$ cat src/design/gtc_pkg.sv
// Purpose: Shared constants for the gated 16-bit timer/counter.
// Assumes: Registers sit one per aligned 32-bit word; byte address is four times the index.
// Notes:   Every offset, field position, timing count and register reset value except status and mask lives here.
package gtc_pkg;

  // Bus widths.
  localparam int ADDR_W = 8;   // Byte address width of the register bus.
  localparam int DATA_W = 32;  // Data width of the register bus.

  // Register indices as printed; byte address is four times the index.
  localparam logic [ADDR_W-1:0] IDX_COUNT_LOW  = 8'h0e;  // Low count byte.
  localparam logic [ADDR_W-1:0] IDX_COUNT_HIGH = 8'h0f;  // High count byte.
  localparam logic [ADDR_W-1:0] IDX_CONTROL    = 8'h10;  // Timer control.
  localparam logic [ADDR_W-1:0] IDX_GATE_SEL   = 8'h1a;  // Gate and comparator sync select.
  localparam logic [ADDR_W-1:0] IDX_IRQ_STATUS = 8'h1c;  // Sticky event flags.
  localparam logic [ADDR_W-1:0] IDX_IRQ_MASK   = 8'h1d;  // Interrupt mask.

  // Timer control field positions.
  localparam int CTL_TIMER_ON  = 0;  // Timer on.
  localparam int CTL_CLK_SRC   = 1;  // Clock source select.
  localparam int CTL_SYNC_DIS  = 2;  // External clock sync disable.
  localparam int CTL_LP_OSC_EN = 3;  // Low-power oscillator enable.
  localparam int CTL_PS_LO     = 4;  // Prescale select, low bit.
  localparam int CTL_PS_HI     = 5;  // Prescale select, high bit.
  localparam int CTL_GATE_EN   = 6;  // Gate enable.
  localparam int CTL_GATE_POL  = 7;  // Gate polarity.

  // Gate select field positions.
  localparam int GS_CMP_SYNC = 0;  // Comparator sync.
  localparam int GS_GATE_SRC = 1;  // Gate source select, 1 picks the pin.

  // Status and mask bit positions.
  localparam int ST_OVERFLOW = 0;  // Overflow flag.

  // Reset values.
  localparam logic [7:0]  RST_CONTROL  = 8'h00;   // Timer control after reset.
  localparam logic [7:0]  RST_GATE_SEL = 8'h02;   // Gate select after reset.
  localparam logic [15:0] RST_COUNT    = 16'h0000; // Counter after reset.
  localparam logic [1:0]  GATE_SEL_MASK = 2'h3;   // Writable gate select bits.

  // Timing: the oscillator is aclk; the instruction clock is aclk divided by four.
  localparam int          CLK_PERIOD_NS = 5;  // Period of aclk in ns.
  localparam int          INST_DIV      = 4;  // Oscillator cycles per instruction cycle.
  localparam logic [1:0]  INST_LAST     = 2'(INST_DIV - 1); // Last phase of the divider.

  // Bus responses.
  localparam logic [1:0] RESP_OKAY   = 2'h0;  // Access done.
  localparam logic [1:0] RESP_SLVERR = 2'h2;  // Unmapped address.

endpackage

$ cat src/design/gtc_timer.sv
// Purpose: Gated 16-bit timer/counter with prescaler, overflow interrupt and wake, behind AXI4-Lite.
// Assumes: aclk is the oscillator; pins and the comparator output are asynchronous to it.
// Notes:   Asynchronous counting is modelled by counting pin edges without instruction-cycle alignment.
//
// Implementation choice: register access over AXI4-Lite.
`timescale 1ns/100ps

// Function
// - Sixteen-bit up-counter read as two bytes.
// - Byte writes load the live counter directly.
// - Source bit zero counts oscillator over four.
// - Source bit one counts pin or oscillator.
// - External counting synchronous or asynchronous to core.
// - Gate from comparator or gate pin.
// - Comparator output optionally synchronized to counter clock.
// - Overflow sets flag, interrupts, wakes if asynchronous.
// - Prescaler divides by one, two, four, eight.
// - Gated counting only while gate active, polarity selectable.
// - Sync-disable bit honoured only with external clock.
// - Low-power oscillator only in internal-oscillator-IO mode.
module gtc_timer
(
  input  wire logic                        aclk,                  // Oscillator clock.
  input  wire logic                        aresetn,               // Synchronous reset, active low.
  input  wire logic [gtc_pkg::ADDR_W-1:0]  s_axi_awaddr,          // Write address.
  input  wire logic                        s_axi_awvalid,         // Write address valid.
  output      logic                        s_axi_awready,         // Write address ready.
  input  wire logic [gtc_pkg::DATA_W-1:0]  s_axi_wdata,           // Write data.
  input  wire logic [3:0]                  s_axi_wstrb,           // Write byte strobes.
  input  wire logic                        s_axi_wvalid,          // Write data valid.
  output      logic                        s_axi_wready,          // Write data ready.
  output      logic [1:0]                  s_axi_bresp,           // Write response.
  output      logic                        s_axi_bvalid,          // Write response valid.
  input  wire logic                        s_axi_bready,          // Write response ready.
  input  wire logic [gtc_pkg::ADDR_W-1:0]  s_axi_araddr,          // Read address.
  input  wire logic                        s_axi_arvalid,         // Read address valid.
  output      logic                        s_axi_arready,         // Read address ready.
  output      logic [gtc_pkg::DATA_W-1:0]  s_axi_rdata,           // Read data.
  output      logic [1:0]                  s_axi_rresp,           // Read response.
  output      logic                        s_axi_rvalid,          // Read data valid.
  input  wire logic                        s_axi_rready,          // Read data ready.
  input  wire logic                        external_count_input,  // External count clock pin.
  input  wire logic                        low_power_oscillator,  // Low-power oscillator output.
  input  wire logic                        gate_input_pin,        // Gate pin.
  input  wire logic                        comparator_two_output, // Comparator output.
  input  wire logic                        internal_osc_io_mode,  // High while that oscillator mode is active.
  input  wire logic                        sleep_mode,            // High while the core sleeps.
  output      logic                        low_power_osc_on,      // Enables the low-power oscillator.
  output      logic                        wake,                  // One-cycle wake request.
  output      logic                        irq                    // Level interrupt.
);
  import gtc_pkg::*;

  // Returns the last prescaler phase for a prescale select code.
  function automatic logic [2:0] presc_last(input logic [1:0] sel);
    presc_last = 3'((4'h1 << sel) - 4'h1);
  endfunction

  // Returns true when a byte address hits the word of a register index.
  function automatic logic hits(input logic [ADDR_W-1:0] addr, input logic [ADDR_W-1:0] idx);
    hits = (addr[ADDR_W-1:2] == idx[ADDR_W-3:0]);
  endfunction

  logic [15:0]       count;         // Live counter.
  logic [7:0]        timer_control; // Control register.
  logic [1:0]        gate_sel;      // Gate source and comparator sync bits.
  logic [7:0]        irq_status;    // Sticky flags.
  logic [7:0]        irq_mask;      // Interrupt mask.
  logic [2:0]        pre_cnt;       // Prescaler phase.
  logic [1:0]        inst_phase;    // Instruction clock divider.
  logic              pend;          // External edge waiting for the instruction cycle.
  logic              cmp_held;      // Comparator output sampled on the counter clock.
  logic              src_prev;      // Previous selected source level.
  logic              ext_s1;        // Pin synchroniser, first stage.
  logic              ext_s2;        // Pin synchroniser, second stage.
  logic              lp_s1;         // Oscillator synchroniser, first stage.
  logic              lp_s2;         // Oscillator synchroniser, second stage.
  logic              gpin_s1;       // Gate pin synchroniser, first stage.
  logic              gpin_s2;       // Gate pin synchroniser, second stage.
  logic              cmp_s1;        // Comparator synchroniser, first stage.
  logic              cmp_s2;        // Comparator synchroniser, second stage.
  logic              aw_held;       // Write address taken.
  logic              w_held;        // Write data taken.
  logic [ADDR_W-1:0] wr_addr_q;     // Held write address.
  logic [7:0]        wr_data_q;     // Held write data, low byte.
  logic              wr_strb_q;     // Held strobe of the low byte.

  logic              wr_do;         // Write executes this cycle.
  logic              wr_low;        // Write hits the low count byte.
  logic              wr_high;       // Write hits the high count byte.
  logic              wr_count;      // Write hits either count byte.
  logic              use_lp;        // Low-power oscillator drives the counter.
  logic              src_level;     // Selected external source level.
  logic              ext_edge;      // Rising edge of that source.
  logic              inst_tick;     // Last phase of each instruction cycle.
  logic              src_tick;      // Edge of the selected count clock.
  logic              gate_raw;      // Gate before polarity.
  logic              gate_active;   // Gate after polarity.
  logic              count_en;      // Counting allowed.
  logic              pre_tick;      // Prescaled count edge.
  logic              wrap;          // Counter wraps this cycle.
  logic              clk_src;       // Clock source select bit.
  logic              sync_dis;      // Sync disable bit.
  logic              next_pend;     // Next value of pend.

  assign clk_src  = timer_control[CTL_CLK_SRC];
  assign sync_dis = timer_control[CTL_SYNC_DIS];

  // Two flip-flops on every asynchronous input before any logic reads it.
  always_ff @(posedge aclk)
  begin
    if (!aresetn)
    begin
      {ext_s1, ext_s2, lp_s1, lp_s2} <= 4'h0;
      {gpin_s1, gpin_s2, cmp_s1, cmp_s2} <= 4'h0;
    end
    else
    begin
      ext_s1  <= external_count_input;
      ext_s2  <= ext_s1;
      lp_s1   <= low_power_oscillator;
      lp_s2   <= lp_s1;
      gpin_s1 <= gate_input_pin;
      gpin_s2 <= gpin_s1;
      cmp_s1  <= comparator_two_output;
      cmp_s2  <= cmp_s1;
    end
  end

  // Oscillator is used only in the mode that frees its pins.
  always_ff @(posedge aclk)
  begin
    if (!aresetn)
      low_power_osc_on <= 1'b0;
    else
      low_power_osc_on <= timer_control[CTL_LP_OSC_EN] & internal_osc_io_mode;
  end

  // Source selection and edge detection; the pin counts on its rising edge.
  always_comb
  begin
    use_lp    = low_power_osc_on;
    src_level = use_lp ? lp_s2 : ext_s2;
    ext_edge  = src_level & ~src_prev;
    inst_tick = (inst_phase == INST_LAST);
    if (!clk_src)
      src_tick = inst_tick;
    else if (sync_dis)
      src_tick = ext_edge;
    else
      src_tick = inst_tick & (pend | ext_edge);
    next_pend = clk_src & ~sync_dis & (pend | ext_edge) & ~inst_tick;
  end

  // Instruction clock divider, edge history and pending synchronous edge.
  always_ff @(posedge aclk)
  begin
    if (!aresetn)
    begin
      inst_phase <= 2'h0;
      src_prev   <= 1'b0;
      pend       <= 1'b0;
    end
    else
    begin
      inst_phase <= inst_phase + 2'h1;
      src_prev   <= src_level;
      pend       <= next_pend;
    end
  end

  // Comparator output can be resampled on the counter clock to avoid mid-cycle gate changes.
  always_ff @(posedge aclk)
  begin
    if (!aresetn)
      cmp_held <= 1'b0;
    else if (src_tick)
      cmp_held <= cmp_s2;
  end

  // Gate source, polarity and count enable.
  always_comb
  begin
    if (gate_sel[GS_GATE_SRC])
      gate_raw = gpin_s2;
    else
      gate_raw = gate_sel[GS_CMP_SYNC] ? cmp_held : cmp_s2;
    gate_active = timer_control[CTL_GATE_POL] ? gate_raw : ~gate_raw;
    count_en    = timer_control[CTL_TIMER_ON] & (~timer_control[CTL_GATE_EN] | gate_active);
    pre_tick    = src_tick & count_en & (pre_cnt == presc_last(timer_control[CTL_PS_HI:CTL_PS_LO]));
    wrap        = pre_tick & (count == 16'hffff) & ~wr_count;
  end

  // Prescaler; a count write restarts it.
  always_ff @(posedge aclk)
  begin
    if (!aresetn)
      pre_cnt <= 3'h0;
    else if (wr_count)
      pre_cnt <= 3'h0;
    else if (pre_tick)
      pre_cnt <= 3'h0;
    else if (src_tick & count_en)
      pre_cnt <= pre_cnt + 3'h1;
  end

  // Counter; a byte write wins over a count edge in the same cycle.
  always_ff @(posedge aclk)
  begin
    if (!aresetn)
      count <= RST_COUNT;
    else if (wr_low)
      count[7:0] <= wr_data_q;
    else if (wr_high)
      count[15:8] <= wr_data_q;
    else if (pre_tick)
      count <= count + 16'h1;
  end

  // Wake pulse on overflow, only while counting an external clock asynchronously.
  always_ff @(posedge aclk)
  begin
    if (!aresetn)
      wake <= 1'b0;
    else
      wake <= wrap & clk_src & sync_dis & sleep_mode;
  end

  // Write channel: address and data are taken in either order and held.
  assign s_axi_awready = ~aw_held & ~s_axi_bvalid;
  assign s_axi_wready  = ~w_held & ~s_axi_bvalid;
  assign wr_do   = aw_held & w_held & ~s_axi_bvalid;
  assign wr_low  = wr_do & wr_strb_q & hits(wr_addr_q, IDX_COUNT_LOW);
  assign wr_high = wr_do & wr_strb_q & hits(wr_addr_q, IDX_COUNT_HIGH);
  assign wr_count = wr_low | wr_high;

  // Holds the write address and data until both are present.
  always_ff @(posedge aclk)
  begin
    if (!aresetn)
    begin
      aw_held   <= 1'b0;
      w_held    <= 1'b0;
      wr_addr_q <= '0;
      wr_data_q <= 8'h00;
      wr_strb_q <= 1'b0;
    end
    else
    begin
      if (s_axi_awvalid & s_axi_awready)
      begin
        aw_held   <= 1'b1;
        wr_addr_q <= s_axi_awaddr;
      end
      else if (wr_do)
        aw_held <= 1'b0;
      if (s_axi_wvalid & s_axi_wready)
      begin
        w_held    <= 1'b1;
        wr_data_q <= s_axi_wdata[7:0];
        wr_strb_q <= s_axi_wstrb[0];
      end
      else if (wr_do)
        w_held <= 1'b0;
    end
  end

  // Write response follows the executed write.
  always_ff @(posedge aclk)
  begin
    if (!aresetn)
    begin
      s_axi_bvalid <= 1'b0;
      s_axi_bresp  <= RESP_OKAY;
    end
    else if (wr_do)
    begin
      s_axi_bvalid <= 1'b1;
      if (hits(wr_addr_q, IDX_COUNT_LOW) | hits(wr_addr_q, IDX_COUNT_HIGH) | hits(wr_addr_q, IDX_CONTROL)
          | hits(wr_addr_q, IDX_GATE_SEL) | hits(wr_addr_q, IDX_IRQ_STATUS) | hits(wr_addr_q, IDX_IRQ_MASK))
        s_axi_bresp <= RESP_OKAY;
      else
        s_axi_bresp <= RESP_SLVERR;
    end
    else if (s_axi_bready)
      s_axi_bvalid <= 1'b0;
  end

  // Control, gate select and mask registers.
  always_ff @(posedge aclk)
  begin
    if (!aresetn)
    begin
      timer_control <= RST_CONTROL;
      gate_sel      <= RST_GATE_SEL[1:0];
      irq_mask      <= 8'h00;
    end
    else if (wr_do & wr_strb_q)
    begin
      if (hits(wr_addr_q, IDX_CONTROL))
        timer_control <= wr_data_q;
      else if (hits(wr_addr_q, IDX_GATE_SEL))
        gate_sel <= wr_data_q[1:0] & GATE_SEL_MASK;
      else if (hits(wr_addr_q, IDX_IRQ_MASK))
        irq_mask <= wr_data_q;
    end
  end

  // Sticky status: overflow sets, a written one clears, and the set wins.
  always_ff @(posedge aclk)
  begin
    if (!aresetn)
      irq_status <= 8'h00;
    else
    begin
      if (wr_do & wr_strb_q & hits(wr_addr_q, IDX_IRQ_STATUS))
        irq_status[ST_OVERFLOW] <= (irq_status[ST_OVERFLOW] & ~wr_data_q[ST_OVERFLOW]) | wrap;
      else if (wrap)
        irq_status[ST_OVERFLOW] <= 1'b1;
    end
  end

  assign irq = |(irq_status & irq_mask);

  // Read channel: one read at a time, data registered.
  assign s_axi_arready = ~s_axi_rvalid;

  always_ff @(posedge aclk)
  begin
    if (!aresetn)
    begin
      s_axi_rvalid <= 1'b0;
      s_axi_rdata  <= '0;
      s_axi_rresp  <= RESP_OKAY;
    end
    else if (s_axi_arvalid & s_axi_arready)
    begin
      s_axi_rvalid <= 1'b1;
      s_axi_rresp  <= RESP_OKAY;
      s_axi_rdata  <= '0;
      if (hits(s_axi_araddr, IDX_COUNT_LOW))
        s_axi_rdata[7:0] <= count[7:0];
      else if (hits(s_axi_araddr, IDX_COUNT_HIGH))
        s_axi_rdata[7:0] <= count[15:8];
      else if (hits(s_axi_araddr, IDX_CONTROL))
        s_axi_rdata[7:0] <= timer_control;
      else if (hits(s_axi_araddr, IDX_GATE_SEL))
        s_axi_rdata[1:0] <= gate_sel;
      else if (hits(s_axi_araddr, IDX_IRQ_STATUS))
        s_axi_rdata[7:0] <= irq_status;
      else if (hits(s_axi_araddr, IDX_IRQ_MASK))
        s_axi_rdata[7:0] <= irq_mask;
      else
        s_axi_rresp <= RESP_SLVERR;
    end
    else if (s_axi_rready)
      s_axi_rvalid <= 1'b0;
  end
endmodule

$ cat config.mk
export PLATFORM = sky130hd
export DESIGN_NAME = gtc_timer
export DESIGN_NICKNAME = d
export VERILOG_FILES = /design/src/design/gtc_pkg.sv /design/src/design/gtc_timer.sv
export SDC_FILE = /design/constraint.sdc
export NUM_CORES = 1
export LEC_CHECK = 0
export BUFFER_PORTS_ARGS = -buffer_cell sky130_fd_sc_hd__buf_2
export CAP_MARGIN = 30
export CORE_MARGIN = 4
export CORE_UTILIZATION = 47
export CTS_CLUSTER_DIAMETER = 120
export DETAILED_ROUTE_END_ITERATION = 16
export PLACE_DENSITY = 0.83
export SLEW_MARGIN = 10
export SYNTH_ARGS = -nofsm -noshare
export SYNTH_HDL_FRONTEND = slang
export SYNTH_SLANG_ARGS = --single-unit
$ cat constraint.sdc
create_clock -name aclk -period 2.3 [get_ports aclk]
set_input_delay 0.23 -clock aclk [delete_from_list [all_inputs] [get_ports aclk]]
set_output_delay 0.23 -clock aclk [all_outputs]
set_load 0.02 [all_outputs]
==> key figures <==
Global route
  – Initial antenna violation count: 0
  – First-pass GRT wire length: 15,700 um
  – Vias in the first global route: 3,344
  – GRT Residual Overflow: 0
  – Met1 Use GR: 25.3%
  – GRT met2 Usage: 32.4%
  – Met3 Track Usage GR: 4.77%
  – Layer carrying the most global-route usage: met2
  – Largest net degree at the start of global routing: 38
  – Gr usage total: 19.5%

Timing
  – Final Max Tran Viols: 0
  – Final Hold Vio Count: 0
  – Final worst clock skew: 0.00767 ns
  – Final Setup Violations: 1
  – Final worst-path setup slack: -0.00435 ns
  – RSZ-0062 raised after global routing: true
  – Minimum clock period: 2.30 ns
  – Post-Route Setup TNS: -0.00435 ns
  – Final period utilization: 100%
  – Maximum operating frequency: 434 MHz

Setup path
  – Kind of critical path: flop to flop
  – FF-to-FF End: irq_status[0]
  – Slowest cell on crit path: or4_4
  – Cell Chain, Critical Path: or4_1, a21o_1, a211o_1, or2_1, or4_4, a21oi_1
  – Crit Path Max Fanout: 3
  – Crit path buffers/inverters: 0
  – Type of destination of the critical path: flop
  – Data required time of the worst path: 2.59 ns
  – Startpoint Class: flop
  – Data arrival, critical path: 2.60 ns
  – Reg-to-reg slack, setup: -0.004 ns
  – Slowest stage delay, CP: 0.56 ns
  – Path depth of the worst reg2reg path: 6
  – Critical R2R Launch: timer_control[4]
  – WP depth: 6
  – Critical path's top delay family: simple AND/OR/NAND/NOR gates

Place
  – IO buf count: 51
  – Final Wtd Congestion: 0.952
  – Post-DP HPWL: 6910 um
  – Dpl cell area: 4240 um2
  – Inst Count DP: 608

Power
  – Internal power: 1970 uW
  – Sequential power share: 55.1%
  – Switching Share: 27.5%
  – Clk pwr share: 36.0%
  – P_sw: 748 uW
  – VDD IR max: 0.322 mV
  – Power per cell area: 612 nW/um2
  – Comb pwr share: 8.9%
  – LEAKAGE: 0.00186 uW

Route
  – # DRC: 0
  – TritonRoute pass-1 iters: 5
  – DR WL/cell: 15.3 um
  – Vias per std cell: 5.68
  – Starting DRT DRC Count: 284
  – Routed Antenna Nets: 0
  – WL final: 9540 um
  – Vias: 3,549

Worst hold path
  – Worst hold path class: input pin to flop
  – Hold_sp: s_axi_rready
  – WHS Endpoint: s_axi_rvalid
  – Hold depth: 2

Status
  – Failing checks: negative setup slack
  – Status: finished, violations left

Yosys
  – Post-synthesis async set-or-reset flop share: 0%
  – Post-synthesis cell area: 3900 um2
  – Syn avg cell area: 8.52 um2
  – Cells after synthesis: 458
  – Synth unique cells: 48
  – Yosys warns: 0
  – Top FF cell, synth: dfxtp_1
  – Synth Register Bits: 82
  – Yosys top cell by area: dfxtp_1
  – Post-synthesis sequential area ratio: 42.1%
  – Post-synth EDFFs: 0
  – Largest cells by area after synthesis: dfxtp_1, mux2i_1, buf_4
  – Top cell type's share of synthesized area: 42.1%

Clocking
  – TritonCTS Sinks: 82
  – TritonCTS clock tree: yes
  – Max clock buf depth: 2
  – Later-pin clock latency in the skew report: 0.36 ns
  – CTS buffer count: 9
  – Clock-pin slew on the worst setup and hold paths: 0.09 ns
  – Post-CTS Hold Fix Bufs: 0
  – CTS root buf: clkbuf_8
  – CTS H-tree lvls: 3

Finish
  – Final cell utilization of the core: 56.4%
  – Final Non-Filler Cells: 625
  – Nets: 586
  – Ant diodes: 0
  – Share of cells above drive strength 1: 17.8%
  – P&R area growth vs syn: 13.9%
  – Finished Cell Area: 4450 um2

Flow run
  – Max-cap violations: 0

Floorplanning
  – Die X: 99.1 um
  – Io pins: 109
  – Height of the die: 99.1 um
  – Die Area: 9830 um2
  – Core box area: 7890 um2
  – Num rows: 32
  – Initial core utilization: 49.5%
cell type report:
| class | count | area (um2) |
|---|---|---|
| multi-input cells | 346 | 2060 |
| inverters | 10 | 37.5 |
| well taps | 102 | 128 |
| fillers | 688 | 3440 |
| clock inverters | 6 | 47.5 |
| flip-flops and latches | 82 | 1640 |
| repair buffers | 69 | 390 |
| clock buffers | 10 | 138 |
what timing repair did:
action | in CTS | in global routing
buffers inserted | 0 | 1
gates resized for setup | 0 | 3
setup endpoints to repair | 0 | 5
flip-flops by register name (all words and copies together), names as in the netlist, 2 cells and up:
name and flops:
pre_cnt 3, wr_data_q 8, count 16, gate_sel 2
s_axi_rdata 8, irq_mask 8, wr_addr_q 6, timer_control 8
inst_phase 2
how the worst max path moves through the flow:
stage	startpoint	endpoint
2_1_floorplan	timer_control[4]	wake
3_3_place_gp	timer_control[4]	wake
3_5_place_dp	timer_control[4]	wake
4_1_cts	timer_control[4]	wake
5_1_grt	timer_control[4]	count[13]
6_report	timer_control[4]	irq_status[0]
logic make-up after synthesis:
logic type / Yosys count / synth area share [%]
other: 1 / 0.0961
AOI/OAI and AO/OA: 89 / 14.1
adders and majority gates: 3 / 0.962
muxes: 30 / 7.69
and+or+nand+nor: 184 / 24.2
buffers and inverters: 55 / 7.79
DFF: 82 / 42.1
xor gates and xnor gates: 14 / 3.14
per-stage QoR:
stage / setup WS [ns] / total power [uW] / hold slack [ns]
floorplan: 0.0668 / 1720 / 0.329
global placement: 0.0690 / 1760 / 0.409
detailed placement: 0.0509 / 1770 / 0.413
CTS: 0.0317 / 2730 / 0.0481
global route: -0.0581 / 2830 / 0.0586
finish: -0.00435 / 2720 / 0.0480
cells in the mapped netlist (2+ instances only):
library cell and number:
buf_1 3, nor2b_1 3, or3_1 5, or4_1 3
clkbuf_1 16, a31oi_1 4, a21oi_1 35, nor3_1 10
nor3b_1 2, nand4b_1 3, nor4_1 14, inv_1 10
nand2_1 47, ha_1 3, nand2b_1 6, nor4b_1 2
a21o_1 6, a221oi_1 9, xor2_1 3, nand3b_1 2
nand3_1 13, a211o_1 2, and3_1 5, buf_4 26
a211oi_1 3, or2_2 2, and2_1 14, a221o_1 2
nand4_1 5, nor2_1 42, mux2i_1 30, o21ai_0 21
xnor2_1 11, dfxtp_1 82
cells in the final DEF, fill, tap and decap left out, types with 4 or more instances in the layout:
cell type  synthesis  final
o21ai_0           21     21
a31oi_1            4      4
and3_1             5      5
and2_1            14     14
or3_1              5      5
nand2_1           47     47
buf_2              0     51
nand4_1            5      5
nand2b_1           6      6
mux2i_1           30     30
inv_1             10     10
a21oi_1           35     35
clkbuf_8           0     10
xnor2_1           11     11
nor3_1            10      8
a21o_1             6      6
dfxtp_1           82     81
a221oi_1           9      9
nor2_1            42     42
nand3_1           13     13
conb_1             1     26
nor4_1            14     14
buf_4             26     18
worst register-to-register path: cells and delay by family (launching register included):
family	cells	cell delay, ns
flops	1	0.32
simple gates	3	1.32
compound gates	3	0.60
layer usage:
layer | share of wire [%] | wire length (um)
met1 | 42 | 4020
met2 | 47 | 4500
met4 | 1.8 | 171
met5 | 0 | 0
met3 | 9.0 | 854
power groups by stage:
stage	clock [uW]	combinational, uW	sequential, uW
final	979	242	1500
after global placement	0	234	1530
after CTS	987	242	1500
after detailed placement	0	241	1530
after floorplan	0	199	1520
after global routing	1060	271	1500
Note: power is estimated with default switching activity, not from simulation.
